`src/hdl/frame_timing_regs.svh`:
```
// Register offsets, field positions, reset values and timing counts
`ifndef FRAME_TIMING_REGS_SVH
`define FRAME_TIMING_REGS_SVH
`define OFS_MODE_A        8'h00
`define OFS_MODE_B        8'h04
`define OFS_CLK_DIV       8'h08
`define OFS_APPLY         8'h0c
`define OFS_ROW_DELAY     8'h10
`define OFS_FRAME_DELAY   8'h14
`define OFS_LEAD_ROWS     8'h18
`define OFS_SCAN_ROWS     8'h1c
`define OFS_VIDEO_GAIN    8'h20
`define OFS_COLOR_GAIN    8'h24
`define OFS_STATUS        8'h28
`define BIT_GAIN_ROUTE    0
`define BIT_HSUB          0
`define BIT_VSUB          1
`define BIT_INTERLACE     2
`define BIT_APPLY         0
`define FLD_HDIV          4:0
`define FLD_ADIV          12:8
`define FLD_ROW_DELAY     10:0
`define FLD_FRAME_DELAY   12:0
`define FLD_LEAD          12:0
`define FLD_SCAN_START    8:0
`define FLD_SCAN_END      24:16
`define FLD_GAIN6         5:0
`define FLD_GAIN_R        5:0
`define FLD_GAIN_G        13:8
`define FLD_GAIN_B        21:16
`define FLD_STAT_ROW      12:0
`define BIT_STAT_ACTIVE   16
`define ROW_OP_CYCLES     12'h30c
`define RST_HDIV          5'h01
`define RST_ADIV          5'h02
`define RST_SCAN_START    9'h000
`define RST_SCAN_END      9'h003
`endif

```
`src/hdl/frame_timing_pkg.sv`:
```
// Types shared by the frame timing block
package frame_timing_pkg;
  typedef struct packed {
    logic [4:0]  hdiv;
    logic [4:0]  adiv;
    logic [10:0] row_delay;
    logic [12:0] frame_delay;
    logic [12:0] lead_rows;
    logic [8:0]  scan_start;
    logic [8:0]  scan_end;
  } timing_cfg_t;
  typedef struct packed {
    logic [5:0] video;
    logic [5:0] red;
    logic [5:0] green;
    logic [5:0] blue;
  } gain_t;
  typedef enum logic [1:0] {
    AHB_IDLE_T,
    AHB_BUSY_T,
    AHB_NONSEQ_T,
    AHB_SEQ_T
  } htrans_t;
endpackage

```
`src/hdl/frame_timing_and_subsample_control.sv`:
```
// Frame timing generator with sub-sampling, clock dividers and gain codes
`timescale 1ns/1ps
`default_nettype none
`include "frame_timing_regs.svh"

// Summary of operation
// - Horizontal and vertical sub-sampling enable independently
// - Pixel tick equals horizontal tick, halved sub-sampled
// - Line sync width independent of sub-sampling
// - Horizontal sub-sampling alone keeps frame length
// - Horizontal clock divides master clock by 1-31
// - All intervals are whole horizontal ticks, except line sync, one clock short at zero row delay
// - Apply flag loads dividers at frame start, clears
// - Array clock divider never affects exposure
// - Row lasts 780 ticks plus row delay
// - Row delay 0-2047, one tick each
// - Delays and lead rows load at frame start
// - Scan rows equal end minus start plus one
// - Frame rows: factor times scan rows plus delay
// - Frame delay 0-8191, one row each
// - Reset row leads readout by lead rows
// - Video gain code is six bits
// - Red, green, blue gain codes six bits each
// - Routing select sends all pixels through green
module frame_timing_and_subsample_control (
  input  wire logic                          hclk,
  input  wire logic                          hresetn,
  input  wire logic                          hsel,
  input  wire logic [7:0]                    haddr,
  input  wire logic [1:0]                    htrans,
  input  wire logic                          hwrite,
  input  wire logic [2:0]                    hsize,
  input  wire logic [31:0]                   hwdata,
  input  wire logic                          hready,
  output logic                               hreadyout,
  output logic                               hresp,
  output logic [31:0]                        hrdata,
  output logic                               horiz_tick,
  output logic                               pixel_tick,
  output logic                               array_tick,
  output logic                               line_sync,
  output logic                               frame_sync,
  output logic                               frame_start,
  output logic [12:0]                        read_row,
  output logic                               reset_strobe,
  output logic [12:0]                        reset_row,
  output frame_timing_pkg::gain_t            gain_out
);

  // ************************************************************
  // Helper functions
  // ************************************************************
  function automatic logic div_hit(input logic [4:0] cnt, input logic [4:0] div);
    div_hit = (div <= 5'h01) || (cnt >= div - 5'h01);
  endfunction

  function automatic logic [9:0] scan_rows(input logic [8:0] s, input logic [8:0] e);
    scan_rows = {1'b0, e} - {1'b0, s} + 10'h001;
  endfunction

  // ************************************************************
  // Register file and AHB-Lite slave
  // ************************************************************
  logic                          gain_route_reg;
  logic                          hsub_reg;
  logic                          vsub_reg;
  logic                          interlace_reg;
  logic                          apply_flag_reg;
  logic [5:0]                    video_gain_reg;
  logic [5:0]                    red_gain_reg;
  logic [5:0]                    green_gain_reg;
  logic [5:0]                    blue_gain_reg;
  frame_timing_pkg::timing_cfg_t prog_reg;
  frame_timing_pkg::timing_cfg_t act_reg;
  logic                          dp_write_reg;
  logic [7:0]                    dp_addr_reg;
  logic                          addr_ok;
  logic                          wr_en;
  logic                          apply_wr;
  logic [31:0]                   rd_next;

  assign addr_ok   = hsel && hready && (htrans == frame_timing_pkg::AHB_NONSEQ_T
                                        || htrans == frame_timing_pkg::AHB_SEQ_T);
  assign wr_en     = dp_write_reg;
  assign apply_wr  = wr_en && dp_addr_reg == `OFS_APPLY && hwdata[`BIT_APPLY];
  assign hreadyout = 1'b1;
  assign hresp     = 1'b0;

  always_ff @(posedge hclk or negedge hresetn)
  begin
    if (!hresetn)
    begin
      dp_write_reg <= 1'b0;
      dp_addr_reg  <= 8'h00;
    end
    else
    begin
      dp_write_reg <= addr_ok && hwrite && hsize == 3'h2;
      dp_addr_reg  <= haddr;
    end
  end

  always_ff @(posedge hclk or negedge hresetn)
  begin
    if (!hresetn)
    begin
      gain_route_reg <= 1'b0;
      hsub_reg       <= 1'b0;
      vsub_reg       <= 1'b0;
      interlace_reg  <= 1'b0;
      video_gain_reg <= 6'h00;
      red_gain_reg   <= 6'h00;
      green_gain_reg <= 6'h00;
      blue_gain_reg  <= 6'h00;
      prog_reg       <= '{hdiv: `RST_HDIV, adiv: `RST_ADIV, row_delay: 11'h000,
                          frame_delay: 13'h0000, lead_rows: 13'h0000,
                          scan_start: `RST_SCAN_START, scan_end: `RST_SCAN_END};
    end
    else if (wr_en)
    begin
      case (dp_addr_reg)
        `OFS_MODE_A:      gain_route_reg <= hwdata[`BIT_GAIN_ROUTE];
        `OFS_MODE_B:
        begin
          hsub_reg      <= hwdata[`BIT_HSUB];
          vsub_reg      <= hwdata[`BIT_VSUB];
          interlace_reg <= hwdata[`BIT_INTERLACE];
        end
        `OFS_CLK_DIV:
        begin
          prog_reg.hdiv <= hwdata[`FLD_HDIV];
          prog_reg.adiv <= hwdata[`FLD_ADIV];
        end
        `OFS_ROW_DELAY:   prog_reg.row_delay   <= hwdata[`FLD_ROW_DELAY];
        `OFS_FRAME_DELAY: prog_reg.frame_delay <= hwdata[`FLD_FRAME_DELAY];
        `OFS_LEAD_ROWS:   prog_reg.lead_rows   <= hwdata[`FLD_LEAD];
        `OFS_SCAN_ROWS:
        begin
          prog_reg.scan_start <= hwdata[`FLD_SCAN_START];
          prog_reg.scan_end   <= hwdata[`FLD_SCAN_END];
        end
        `OFS_VIDEO_GAIN:  video_gain_reg <= hwdata[`FLD_GAIN6];
        `OFS_COLOR_GAIN:
        begin
          red_gain_reg   <= hwdata[`FLD_GAIN_R];
          green_gain_reg <= hwdata[`FLD_GAIN_G];
          blue_gain_reg  <= hwdata[`FLD_GAIN_B];
        end
        default: ;
      endcase
    end
  end

  // ************************************************************
  // Frame boundary and apply flag
  // ************************************************************
  logic        htick;
  logic        row_end;
  logic        frame_end;
  logic [11:0] hcnt_reg;
  logic [12:0] row_idx_reg;
  logic [11:0] row_len;
  logic [12:0] frame_rows;
  logic [9:0]  act_scan;
  logic        half_rows;

  // Set by software wins over the clear at frame start
  always_ff @(posedge hclk or negedge hresetn)
  begin
    if (!hresetn)
      apply_flag_reg <= 1'b0;
    else if (apply_wr)
      apply_flag_reg <= 1'b1;
    else if (frame_end)
      apply_flag_reg <= 1'b0;
  end

  always_ff @(posedge hclk or negedge hresetn)
  begin
    if (!hresetn)
      act_reg <= '{hdiv: `RST_HDIV, adiv: `RST_ADIV, row_delay: 11'h000,
                   frame_delay: 13'h0000, lead_rows: 13'h0000,
                   scan_start: `RST_SCAN_START, scan_end: `RST_SCAN_END};
    else if (frame_end && apply_flag_reg)
      act_reg <= prog_reg;
  end

  // ************************************************************
  // Read data
  // ************************************************************
  always_comb
  begin
    rd_next = 32'h0000_0000;
    case (haddr)
      `OFS_MODE_A:      rd_next[`BIT_GAIN_ROUTE] = gain_route_reg;
      `OFS_MODE_B:
      begin
        rd_next[`BIT_HSUB]      = hsub_reg;
        rd_next[`BIT_VSUB]      = vsub_reg;
        rd_next[`BIT_INTERLACE] = interlace_reg;
      end
      `OFS_CLK_DIV:
      begin
        rd_next[`FLD_HDIV] = prog_reg.hdiv;
        rd_next[`FLD_ADIV] = prog_reg.adiv;
      end
      `OFS_APPLY:       rd_next[`BIT_APPLY]       = apply_flag_reg;
      `OFS_ROW_DELAY:   rd_next[`FLD_ROW_DELAY]   = prog_reg.row_delay;
      `OFS_FRAME_DELAY: rd_next[`FLD_FRAME_DELAY] = prog_reg.frame_delay;
      `OFS_LEAD_ROWS:   rd_next[`FLD_LEAD]        = prog_reg.lead_rows;
      `OFS_SCAN_ROWS:
      begin
        rd_next[`FLD_SCAN_START] = prog_reg.scan_start;
        rd_next[`FLD_SCAN_END]   = prog_reg.scan_end;
      end
      `OFS_VIDEO_GAIN:  rd_next[`FLD_GAIN6] = video_gain_reg;
      `OFS_COLOR_GAIN:
      begin
        rd_next[`FLD_GAIN_R] = red_gain_reg;
        rd_next[`FLD_GAIN_G] = green_gain_reg;
        rd_next[`FLD_GAIN_B] = blue_gain_reg;
      end
      `OFS_STATUS:
      begin
        rd_next[`FLD_STAT_ROW]    = row_idx_reg;
        rd_next[`BIT_STAT_ACTIVE] = frame_sync;
      end
      default: rd_next = 32'h0000_0000;
    endcase
  end

  always_ff @(posedge hclk or negedge hresetn)
  begin
    if (!hresetn)
      hrdata <= 32'h0000_0000;
    else if (addr_ok && !hwrite)
      hrdata <= rd_next;
  end

  // ************************************************************
  // Clock dividers
  // ************************************************************
  logic [4:0] hdiv_cnt_reg;
  logic [4:0] adiv_cnt_reg;
  logic       pix_phase_reg;

  assign htick = div_hit(hdiv_cnt_reg, act_reg.hdiv);

  always_ff @(posedge hclk or negedge hresetn)
  begin
    if (!hresetn)
      hdiv_cnt_reg <= 5'h00;
    else if (htick || frame_end)
      hdiv_cnt_reg <= 5'h00;
    else
      hdiv_cnt_reg <= hdiv_cnt_reg + 5'h01;
  end

  // Array clock runs apart from the row counters
  always_ff @(posedge hclk or negedge hresetn)
  begin
    if (!hresetn)
    begin
      adiv_cnt_reg <= 5'h00;
      array_tick   <= 1'b0;
    end
    else
    begin
      array_tick   <= div_hit(adiv_cnt_reg, act_reg.adiv);
      adiv_cnt_reg <= div_hit(adiv_cnt_reg, act_reg.adiv) ? 5'h00 : adiv_cnt_reg + 5'h01;
    end
  end

  always_ff @(posedge hclk or negedge hresetn)
  begin
    if (!hresetn)
    begin
      horiz_tick    <= 1'b0;
      pixel_tick    <= 1'b0;
      pix_phase_reg <= 1'b0;
    end
    else
    begin
      horiz_tick <= htick;
      if (htick)
        pix_phase_reg <= (hsub_reg && !row_end) ? ~pix_phase_reg : 1'b1;
      pixel_tick <= htick && (!hsub_reg || pix_phase_reg);
    end
  end

  // ************************************************************
  // Row and frame counters
  // ************************************************************
  assign row_len    = `ROW_OP_CYCLES + {1'b0, act_reg.row_delay};
  assign act_scan   = scan_rows(act_reg.scan_start, act_reg.scan_end);
  assign half_rows  = vsub_reg || interlace_reg;
  assign frame_rows = (half_rows ? {4'h0, act_scan[9:1]} : {3'h0, act_scan})
                      + act_reg.frame_delay;
  assign row_end    = htick && hcnt_reg == row_len - 12'h001;
  assign frame_end  = row_end && row_idx_reg >= frame_rows - 13'h0001;

  always_ff @(posedge hclk or negedge hresetn)
  begin
    if (!hresetn)
      hcnt_reg <= 12'h000;
    else if (row_end)
      hcnt_reg <= 12'h000;
    else if (htick)
      hcnt_reg <= hcnt_reg + 12'h001;
  end

  always_ff @(posedge hclk or negedge hresetn)
  begin
    if (!hresetn)
      row_idx_reg <= 13'h0000;
    else if (frame_end)
      row_idx_reg <= 13'h0000;
    else if (row_end)
      row_idx_reg <= row_idx_reg + 13'h0001;
  end

  // ************************************************************
  // Sync, readout row and rolling reset
  // ************************************************************
  logic [12:0] next_row;
  logic [13:0] tgt_sum;

  assign next_row = frame_end ? 13'h0000 : row_idx_reg + 13'h0001;
  assign tgt_sum  = {1'b0, next_row} + {1'b0, act_reg.lead_rows};

  always_ff @(posedge hclk or negedge hresetn)
  begin
    if (!hresetn)
    begin
      line_sync    <= 1'b0;
      frame_sync   <= 1'b0;
      frame_start  <= 1'b0;
      read_row     <= 13'h0000;
      reset_strobe <= 1'b0;
      reset_row    <= 13'h0000;
    end
    else
    begin
      line_sync    <= hcnt_reg < `ROW_OP_CYCLES && !row_end;
      frame_sync   <= {3'h0, row_idx_reg} < (half_rows ? act_scan >> 1 : act_scan);
      frame_start  <= frame_end;
      reset_strobe <= row_end;
      if (row_end)
      begin
        read_row  <= next_row;
        reset_row <= tgt_sum >= {1'b0, frame_rows} ? 13'(tgt_sum - {1'b0, frame_rows})
                                                   : tgt_sum[12:0];
      end
    end
  end

  // ************************************************************
  // Gain codes
  // ************************************************************
  always_ff @(posedge hclk or negedge hresetn)
  begin
    if (!hresetn)
      gain_out <= '0;
    else
    begin
      gain_out.video <= video_gain_reg;
      gain_out.green <= green_gain_reg;
      gain_out.red   <= gain_route_reg ? green_gain_reg : red_gain_reg;
      gain_out.blue  <= gain_route_reg ? green_gain_reg : blue_gain_reg;
    end
  end
endmodule // frame_timing_and_subsample_control
`default_nettype wire

```
`config.mk`:
```
export PLATFORM = sky130hd
export DESIGN_NAME = frame_timing_and_subsample_control
export DESIGN_NICKNAME = d
export VERILOG_FILES = /design/src/hdl/frame_timing_pkg.sv /design/src/hdl/frame_timing_and_subsample_control.sv
export VERILOG_INCLUDE_DIRS = /design/src /design/src/hdl
export SDC_FILE = /design/constraint.sdc
export NUM_CORES = 1
export LEC_CHECK = 0
export BUFFER_PORTS_ARGS = -buffer_cell sky130_fd_sc_hd__buf_2
export CAP_MARGIN = 20
export CORE_MARGIN = 5
export CORE_UTILIZATION = 45
export DETAILED_ROUTE_END_ITERATION = 8
export GPL_ROUTABILITY_DRIVEN = 1
export HOLD_SLACK_MARGIN = 0.02
export PLACE_DENSITY_LB_ADDON = 0.3
export SYNTH_ARGS = -nofsm -noshare
export SYNTH_HDL_FRONTEND = slang
export SYNTH_SLANG_ARGS = --single-unit
```
`constraint.sdc`:
```
create_clock -name hclk -period 20.2 [get_ports hclk]
set_input_delay 1.01 -clock hclk [delete_from_list [all_inputs] [get_ports hclk]]
set_output_delay 1.01 -clock hclk [all_outputs]
set_load 0.005 [all_outputs]
```
==> summary.md, run 1 <==
Clock tree
• **CTS tree** built
• **clock latency at the later pin of the worst-skew pair** 570 ps
• **clk sinks** 271
• **Post-CTS Resized** 0
• **total clock buffers created by CTS** 29
• **Max H-tree Level** 1
• **Clock Root Buffer** sky130_fd_sc_hd__clkbuf_16
• **Post-CTS Hold Buffers** 0
• **buffer depth of the longest clock path** 3
• **post-CTS setup-driven buffer insertion count** 0
• **clock transition at the register clock pins on the worst setup and hold paths after CTS** 60 ps

Layout
• **synthesis-to-finish area growth** 13.8%
• **Sequential cell area** 6790 um^2
• **Post-Layout Inst Area** 16,700 um^2
• **final antenna diode count** 0
• **footprint of the multi-input gates** 7350 um^2
• **Layout Nets** 1,615
• **number of filler instances in the final layout** 2,902
• **share of final-layout standard cells stronger than drive strength 1** 0.249

Route
• **number of nets with antenna violations after detailed routing** 0
• **detailed-route wire length per cell** 20.2 um
• **total wire length** 38.9 mm
• **DRC Markers** 0
• **Vias per Instance** 5.59
• **via total after detailed routing** 10,800
• **first-pass detailed-route iteration total** 5
• **count of routing violations after the opening detailed-route iteration** 769

Placed design
• **cell area after placement** 15,700 um^2
• **post-DP HPWL** 28.1 mm
• **routability congestion estimate from global placement** 0.883
• **Port-buffer cells** 119

Setup path
• **nature of the critical path startpoint** flip-flop
• **Buf/Inv on CP** 6
• **required arrival time at the worst endpoint** 20,670 ps
• **Top Family by Delay on Critical Path** compound AO/OA/AOI/OAI gates
• **maximum net fanout on the critical path** 17
• **critical path capture point type** flip-flop
• **Worst Path Class, Setup** flip-flop to flip-flop
• **maximum single-stage delay on the critical path** 660 ps
• **cell repeated most along the worst path** sky130_fd_sc_hd__ha_1
• **Arrival @ worst endpoint** 10,750 ps
• **slowest cell on the critical path** sky130_fd_sc_hd__nor2_1

Synth
• **synthesized instance count** 1,352
• **fraction of post-synthesis cell area in the top cell type by area** 0.449
• **count of different cell masters after synthesis** 72
• **combined area of all synthesized cells** 14,700 um^2
• **average footprint of a synthesized cell** 10.8 um^2
• **synth cell count leaders** 263 x sky130_fd_sc_hd__dfrtp_1, 160 x sky130_fd_sc_hd__mux2_2, 95 x sky130_fd_sc_hd__ha_1, 89 x sky130_fd_sc_hd__nand2_1, 79 x sky130_fd_sc_hd__nor2_1
• **ys async rst share** 1.00
• **most common cell in the synthesized netlist** sky130_fd_sc_hd__dfrtp_1
• **Post-synth EDFFs** 0
• **cell type with the highest aggregate area in the netlist** sky130_fd_sc_hd__dfrtp_1
• **top_reg_cell synth** sky130_fd_sc_hd__dfrtp_1
• **proportion of synthesized chip area in sequential cells** 0.463
• **yosys synthesis warning count** 0
• **count of state elements after synthesis** 271
• **top cells by area in the synthesized netlist** sky130_fd_sc_hd__dfrtp_1 45%, sky130_fd_sc_hd__mux2_2 12%, sky130_fd_sc_hd__ha_1 8.1%

Die
• **Die Area** 36,300 um^2
• **# rows** 66
• **overall die width** 191 um
• **Ports** 141
• **initial standard-cell utilization of the core** 0.453
• **core region area** 32,400 um^2
• **Vert. Die Dim** 191 um

Global routing
• **vias in the first global route** 10,600
• **global-route wire length before repair** 60.6 mm
• **number of antenna violations at the first check in global routing** 0
• **total track usage** 0.210
• **remaining global-route overflow** 0
• **maximum number of pins on one net before global-route repair** 106

Power and ir drop
• **Lkg Pwr** 0.00806 uW
• **power per cell area** 68.8 nW/um^2
• **Power, Total** 1150 uW
• **maximum vdd drop** 71.0 uV

Timing
• **post-route clock period utilization** 0.509
• **achievable clock frequency** 0.0973 GHz
• **worst hold margin** 395 ps
• **post-route clock skew** 30.4 ps
• **setup-violating endpoint count in the final report** 0
• **number of max-slew violations in the final report** 0
• **Worst-Margin Slew** 1120 ps
• **Slew headroom** 0.251
• **Sum Neg Setup Slack** 0 ps
• **unrepaired setup endpoints after global routing** no
• **Hold Vio Cnt, Final** 0
• **final critical-path required period** 10,280 ps

Worst hold path
• **class of the worst hold path** flip-flop to flip-flop

Flow run
• **number of max-cap violations** 0

Status
• **run status** finished clean

==> path summary, 6_finish.rpt <==
check                                       start            to  slack (ps)  depth (start not counted)
max in group asynchronous                 hresetn   prog_reg[1]       18430                          3
worst max register to register         act_reg[1]  reset_row[1]        9920                         43
worst max-delay path                   act_reg[1]  reset_row[1]        9920                         43
worst min-delay path            video_gain_reg[5]  gain_out[23]         390                          0
min in group asynchronous                 hresetn  reset_row[5]         480                          1
worst min register to register  video_gain_reg[5]  gain_out[23]         390                          0
==> layout by cell type, fill, tap and decap left out, drive strengths merged, types with 24 or more instances in the layout <==
master and count:
dfrtp 263, xnor2 51, nor3 24, nand3 44
a21oi 47, inv 78, buf 133, ha 95
clkbuf 42, mux2 161, xor2 32, nor2 79
o21ai 70, nand2 89
==> stage by stage <==
stage                     std cells   util  setup slack (ps)
final                          1929  0.516              9920
after global routing           1929  0.516              8930
after CTS                      1927  0.514              9960
after detailed placement       1875  0.485             10050
after global placement         1874  0.484             10150
after floorplan                1361      -             11410
==> cell type report <==
cell class / count / area share
clock buffer: 42 / 0.0506
clock inverter: 10 / 0.00600
inverter: 77 / 0.0173
multi-input combinational: 954 / 0.441
sequential: 271 / 0.407
tap: 442 / 0.0331
timing repair buffer: 133 / 0.0454
==> layer usage <==
metal / global-route usage / routed length (um) / vias up
met3: 0.0403 / 2430 / 71
met4: 0.0522 / 1000 / 0
met5: 0 / 0 / -
met1: 0.299 / 17500 / 5341
li1: - / - / 5067
met2: 0.334 / 18000 / 311
==> worst register-to-register path: cells and delay by family (launching register included) <==
kind                     cells  cell delay (ps)
AO/OA/AOI/OAI               16             3250
adder cells (fa/ha/maj)      7             1830
multiplexers                 2              740
XOR/XNOR                     4              830
flip-flops                   1              530
AND/OR/NAND/NOR              8             2490
buffers and inverters        6              540
==> power by group <==
group          leakage, uW  switching (uW)  internal [uW]
Combinational      0.00416            30.1           20.5
Clock             0.000467             220            303
Sequential         0.00343            14.7            560
==> cells by family (layout without fill, tap and decap cells) <==
kind of cell,count (synthesis),in the layout,synth area share
other cells,2,11,0.000512
flops,271,271,0.463
compound gates,252,252,0.114
xor+xnor,83,83,0.0496
buf+inv,136,262,0.0386
mux,182,182,0.138
fa+ha+maj,99,99,0.0865
simple gates,327,327,0.110
Note: power is estimated with default switching activity, not from simulation.
==> run 2, diff against run 1 <==
==> constraint.sdc (replaced) <==
create_clock -name hclk -period 8.7 [get_ports hclk]
set_input_delay 0.435 -clock hclk [delete_from_list [all_inputs] [get_ports hclk]]
set_output_delay 0.435 -clock hclk [all_outputs]
set_load 0.005 [all_outputs]
==> run 2 against run 1 <==
Net effect:
- utilization up 3.3 points
- sequential cell count stayed put
- sequential power is 130% higher
- combinational power up 130%
- cell count grew 4.1%
- clock skew is 21 ps lower
- wire length rose by 1.3%
- sequential share of layout area decreased by 2.4 points
- register-to-register slack got worse by 9800 ps
- critical endpoint unchanged
- largest power group unchanged
==> summary.md, run 2 (same netlist as run 1, synthesis figures left out) <==
Flow run
• **number of max-cap violations** 0, unchanged

Route
• **first-pass detailed-route iteration total** 5, unchanged
• **Vias per Instance** 5.55, -0.85%
• **via total after detailed routing** 11,100, +3.3%
• **total wire length** 39.4 mm, +1.3%
• **detailed-route wire length per cell** 19.6 um, -2.8%
• **count of routing violations after the opening detailed-route iteration** 855, +11%
• **DRC Markers** 0, unchanged
• **number of nets with antenna violations after detailed routing** 0, unchanged

Global routing
• **total track usage** 0.210, -0.000775
• **remaining global-route overflow** 0, unchanged
• **number of antenna violations at the first check in global routing** 1, +1
• **global-route wire length before repair** 60.7 mm, about the same
• **maximum number of pins on one net before global-route repair** 144, +36%
• **vias in the first global route** 10,900, +3.2%

Power and ir drop
• **Switching Share** 0.232, +0.00186
• **share of total power in sequential cells** 0.497, -0.003
• **Power, Total** 2690 uW, +130%
• **switching pwr** 624 uW, +140%
• **relative contribution of the clock network to total power** 0.459, +0.003
• **power per cell area** 151 nW/um^2, +120%
• **Lkg Pwr** 0.00852 uW, +5.7%
• **portion of total power attributed to combinational logic** 0.044, about the same
• **internal power of the cells** 2060 uW, +130%
• **maximum vdd drop** 158 uV, +120%

Clock tree
• **CTS tree** built
• **clock latency at the later pin of the worst-skew pair** 560 ps, about the same
• **buffer depth of the longest clock path** 3, unchanged
• **clk sinks** 271, unchanged
• **clock transition at the register clock pins on the worst setup and hold paths after CTS** 60 ps, about the same
• **total clock buffers created by CTS** 29, unchanged
• **Clock Root Buffer** sky130_fd_sc_hd__clkbuf_16
• **Max H-tree Level** 1, unchanged

Timing
• **unrepaired setup endpoints after global routing** yes
• **post-route clock period utilization** 0.989, +0.480
• **Slew headroom** 0.243, -0.00735
• **achievable clock frequency** 0.116 GHz, +19%
• **post-route clock skew** 9.13 ps, -21.3 ps
• **setup-violating endpoint count in the final report** 0, unchanged
• **final critical-path required period** 8610 ps, -1670 ps
• **worst hold margin** 72.5 ps, -322 ps
• **Hold Vio Cnt, Final** 0, unchanged
• **number of max-slew violations in the final report** 0, unchanged
• **Worst-Margin Slew** 1130 ps, +11.0 ps
• **Sum Neg Setup Slack** 0 ps, unchanged

Setup path
• **Worst Path Class, Setup** flip-flop to flip-flop
• **Buf/Inv on CP** 6, unchanged
• **slowest cell on the critical path** sky130_fd_sc_hd__dfstp_2
• **nature of the critical path startpoint** flip-flop
• **Top Family by Delay on Critical Path** simple AND/OR/NAND/NOR gates
• **critical path capture point type** flip-flop
• **Arrival @ worst endpoint** 9100 ps, -1650 ps
• **maximum net fanout on the critical path** 6, -11
• **required arrival time at the worst endpoint** 9190 ps, -11,480 ps
• **maximum single-stage delay on the critical path** 530 ps, -130 ps

Layout
• **most used cells in the layout excluding fill and tap cells** 263 x sky130_fd_sc_hd__dfrtp_1, 158 x sky130_fd_sc_hd__mux2_2, 118 x sky130_fd_sc_hd__buf_2
• **Post-Layout Inst Area** 17,700 um^2, +6.3%
• **leading cell type in the layout, fill and taps excluded** sky130_fd_sc_hd__dfrtp_1
• **share of final-layout standard cells stronger than drive strength 1** 0.326, +0.0766
• **Layout Nets** 1,694, +4.9%
• **number of filler instances in the final layout** 2,855, -1.6%
• **non-filler instance count after layout** 2,009, +4.1%
• **final antenna diode count** 0, unchanged
• **synthesis-to-finish area growth** 20.9%

Placed design
• **cell area after placement** 16,200 um^2, +3.2%
• **routability congestion estimate from global placement** 0.869, -1.6%
• **post-DP HPWL** 28.2 mm, +0.56%
• **placed cell count** 1,938, +3.4%
• **Port-buffer cells** 119, unchanged

Die
• **overall die width** 191 um, unchanged
• **Die Area** 36,300 um^2, unchanged
• **initial standard-cell utilization of the core** 0.453, unchanged
• **Ports** 141, unchanged
• **Vert. Die Dim** 191 um, unchanged
• **# rows** 66, unchanged
• **core region area** 32,400 um^2, unchanged

Status
• **run status** finished clean

Worst hold path
• **class of the worst hold path** input port to flip-flop

## run 2: path summary, 6_finish.rpt
check	endpoint	cells after the start	start	slack [ps]
setup / recovery	reset_row[1]	43	act_reg[1]	90
hold / removal	dp_addr_reg[2]	1	haddr[2]	70
min in group asynchronous	reset_row[10]	2	hresetn	520
max in group asynchronous	video_gain_reg[1]	3	hresetn	6890
hold reg to reg	gain_out[19]	0	video_gain_reg[1]	400
setup reg to reg	reset_row[1]	43	act_reg[1]	90
## run 2: power by group through the flow
stage	combinational, uW	clock (uW)	sequential, uW
global route	133	1310	1340
detailed placement	116	0	1360
CTS	120	1260	1330
finish	118	1230	1330
floorplan	44.8	0	1340
global placement	114	0	1360
## run 2: metal layers
metal  vias up  part of all wire  GRT usage
met2       325              0.47      0.339
met4         0             0.022     0.0461
met5         -                 0          0
met1      5536              0.45      0.297
met3        62             0.062     0.0375
li1       5219                 -          -
## run 2: timing repair
action	4_1_cts	5_1_grt
hold buffers	7	0
hold endpoints to repair	11	0
setup endpoints to repair	13	13
buffers inserted	2	8
pin swaps	4	47
gates cloned	0	1
gates resized for setup	12	78
## run 2: layout make-up
class / instances / area, um^2 / share of cell area
clock inverters: 12 / 118 / 0.00663
flip-flops and latches: 271 / 6790 / 0.383
repair buffers: 212 / 1400 / 0.0786
inverters: 77 / 292 / 0.0164
multi-input cells: 954 / 7740 / 0.436
well taps: 442 / 553 / 0.0312
clock buffers: 41 / 851 / 0.0480
## run 2: stage by stage
stage	setup slack [ps]	util
final	92.4	0.548
after detailed placement	-188	0.500
after CTS	11.4	0.534
after floorplan	59.2	-
after global routing	-285	0.548
after global placement	-44.5	0.500
## run 2: worst register-to-register path, delay by kind of cell, from the launching register on
| kind | cells | cell delay, ps |
|---|---|---|
| xor+xnor | 4 | 450 |
| mux | 1 | 300 |
| buf+inv | 6 | 490 |
| fa+ha+maj | 8 | 2160 |
| flops | 1 | 530 |
| compound gates | 12 | 1930 |
| simple gates | 12 | 2660 |
==> run 3, diff against run 2 <==
--- a/config.mk
+++ b/config.mk
@@ -10,6 +10,7 @@
 export CAP_MARGIN = 20
 export CORE_MARGIN = 5
 export CORE_UTILIZATION = 45
+export CTS_BUF_LIST = sky130_fd_sc_hd__clkbuf_4
 export DETAILED_ROUTE_END_ITERATION = 8
 export GPL_ROUTABILITY_DRIVEN = 1
 export HOLD_SLACK_MARGIN = 0.02
==> run 3 against run 2 <==
Net effect:
- first-iteration DRC count fell by 1.8%
- power fell by 2.7%
- clock power is 6% lower
- die area unchanged
- non-clock buffer count is 20 higher
- critical path type unchanged
- largest cell class unchanged
- highest routed layer unchanged
==> summary.md, run 3 (same netlist as run 1, synthesis figures left out) <==
Global routing
• **remaining global-route overflow** 0, unchanged
• **total track usage** 0.216, +0.00664
• **vias in the first global route** 11,400, +4.5%
• **maximum number of pins on one net before global-route repair** 144, unchanged
• **global-route wire length before repair** 62.0 mm, +2.1%
• **number of antenna violations at the first check in global routing** 2, +1

Setup path
• **critical path capture point type** flip-flop
• **Top Family by Delay on Critical Path** compound AO/OA/AOI/OAI gates
• **Buf/Inv on CP** 8, +2
• **critical register-to-register path endpoint** reset_row[1]
• **path depth of the worst reg2reg path** 46, +7.0%
• **Register-to-Register Setup Slack** 170 ps, +70 ps
• **CP startpoint** act_reg[1]
• **Worst Path Class, Setup** flip-flop to flip-flop
• **slowest cell on the critical path** sky130_fd_sc_hd__dfstp_2
• **start of the worst register-to-register path** act_reg[1]
• **nature of the critical path startpoint** flip-flop
• **maximum single-stage delay on the critical path** 540 ps, about the same
• **cell repeated most along the worst path** sky130_fd_sc_hd__inv_2
• **Arrival @ worst endpoint** 9130 ps, +30 ps
• **maximum net fanout on the critical path** 6, unchanged
• **required arrival time at the worst endpoint** 9290 ps, +100 ps

Layout
• **share of final-layout standard cells stronger than drive strength 1** 0.345, +0.0189
• **most used cells in the layout excluding fill and tap cells** 263 x sky130_fd_sc_hd__dfrtp_1, 159 x sky130_fd_sc_hd__mux2_2, 118 x sky130_fd_sc_hd__buf_2
• **leading cell type in the layout, fill and taps excluded** sky130_fd_sc_hd__dfrtp_1
• **Layout Nets** 1,759, +3.8%
• **Post-Layout Inst Area** 17,900 um^2, +0.86%
• **synthesis-to-finish area growth** 22.0%

Placed design
• **post-DP HPWL** 28.2 mm, unchanged
• **Port-buffer cells** 119, unchanged
• **routability congestion estimate from global placement** 0.869, unchanged
• **cell area after placement** 16,200 um^2, unchanged

Clock tree
• **clock transition at the register clock pins on the worst setup and hold paths after CTS** 70 ps, about the same
• **Clock Root Buffer** sky130_fd_sc_hd__clkbuf_4
• **clock latency at the later pin of the worst-skew pair** 730 ps, +170 ps
• **Max H-tree Level** 3, +2
• **total clock buffers created by CTS** 74, +160%
• **CTS tree** built
• **buffer depth of the longest clock path** 3, unchanged
• **clk sinks** 271, unchanged

Die
• **core region area** 32,400 um^2, unchanged
• **Vert. Die Dim** 191 um, unchanged
• **# rows** 66, unchanged
• **Ports** 141, unchanged
• **Die Area** 36,300 um^2, unchanged
• **overall die width** 191 um, unchanged
• **initial standard-cell utilization of the core** 0.453, unchanged

Route
• **DRC Markers** 0, unchanged
• **Vias per Instance** 5.48, -1.2%
• **number of nets with antenna violations after detailed routing** 0, unchanged
• **first-pass detailed-route iteration total** 5, unchanged
• **via total after detailed routing** 11,500, +3.6%
• **detailed-route wire length per cell** 19.1 um, -2.7%
• **count of routing violations after the opening detailed-route iteration** 840, -1.8%
• **total wire length** 40.2 mm, +2.1%

Timing
• **unrepaired setup endpoints after global routing** yes
• **Worst-Margin Slew** 1140 ps, +6.38 ps
• **number of max-slew violations in the final report** 0, unchanged
• **setup-violating endpoint count in the final report** 0, unchanged
• **Hold Vio Cnt, Final** 0, unchanged
• **final critical-path required period** 8530 ps, -74.7 ps
• **post-route clock skew** 89.1 ps, +80.0 ps
• **Slew headroom** 0.239, -0.00426
• **Sum Neg Setup Slack** 0 ps, unchanged
• **achievable clock frequency** 0.117 GHz, +0.88%
• **post-route clock period utilization** 0.981, -0.00859

Worst hold path
• **class of the worst hold path** input port to flip-flop
• **worst hold path endpoint** prog_reg[63]
• **worst hold start** hwdata[3]
• **Worst Hold Path Cells** 2, +1

Power and ir drop
• **power per cell area** 146 nW/um^2, -3.5%
• **maximum vdd drop** 104 uV, -34%
• **Lkg Pwr** 0.00867 uW, +1.8%

Flow run
• **number of max-cap violations** 0, unchanged

Status
• **run status** finished clean

-- run 3: changes by cell type in the layout (fill, tap and decap cells not counted), moves of 2 or more --
cell                            change
sky130_fd_sc_hd__clkbuf_4         +111
sky130_fd_sc_hd__clkbuf_16         -29
sky130_fd_sc_hd__dlygate4sd3_1     +21
sky130_fd_sc_hd__clkinv_1          +11
sky130_fd_sc_hd__clkbuf_8           -8
sky130_fd_sc_hd__clkbuf_1           -4
sky130_fd_sc_hd__clkinvlp_4         -4
sky130_fd_sc_hd__clkinv_2           -2
sky130_fd_sc_hd__inv_2              +2
-- run 3: per-stage QoR --
| step | power, uW | hold WS, ps | worst slack, ps | util | cells |
|---|---|---|---|---|---|
| 6_report | 2610 | 75.5 | 167 | 0.553 | 2107 |
| 5_1_grt | 2730 | 64.1 | -277 | 0.553 | 2107 |
| 4_1_cts | 2650 | 39.6 | 26.9 | 0.540 | 2097 |
| 3_5_place_dp | 1470 | 391 | -188 | 0.500 | 1938 |
| 3_3_place_gp | 1470 | 386 | -44.5 | 0.500 | 1937 |
| 2_1_floorplan | 1390 | 139 | 59.2 | - | 1361 |
-- run 3: where the power goes --
group          switching [uW]  internal (uW)
Clock                     541            615
Combinational            71.1           53.8
Sequential               34.2           1300
-- run 3: layout make-up --
cell class	count	area [um^2]
flip-flops and latches	271	6790
inverters	77	292
diodes	1	2.50
well taps	442	553
clock buffers	111	833
fillers	2873	14500
clock inverters	19	115
multi-input cells	954	7710
repair buffers	232	1590
-- run 3: worst reg2reg max path: cells and delay by family (launching register included) --
kind | cells | cell delay [ps]
AOI/OAI and AO/OA | 16 | 2690
adders and majority gates | 8 | 1800
and+or+nand+nor | 8 | 1660
buffers and inverters | 8 | 660
xor gates and xnor gates | 4 | 590
DFF | 1 | 540
muxes | 2 | 530
-- run 3: routing by layer --
layer,share of wire,GRT usage,up-vias,wire (um)
met5,0,0,-,0
met4,0.027,0.0707,0,1090
met3,0.067,0.0467,79,2690
met2,0.47,0.344,373,18800
met1,0.44,0.297,5687,17700
li1,-,-,5401,-
-- run 3: worst max path at each step --
stage	to	slack [ps]	cells after the start
final	reset_row[1]	170	46
after global routing	reset_row[1]	-280	46
after CTS	reset_row[1]	30	45
after floorplan	reset_row[11]	60	44
after detailed placement	reset_row[1]	-190	43
after global placement	reset_row[1]	-40	43
-- run 3: what timing repair did --
action,CTS,global route
resized for setup,10,73
hold buffers,28,0
pin swaps,2,52
endpoints found under the hold margin,166,0
gates cloned,0,1
buffers inserted,1,8
setup endpoints to repair,13,13
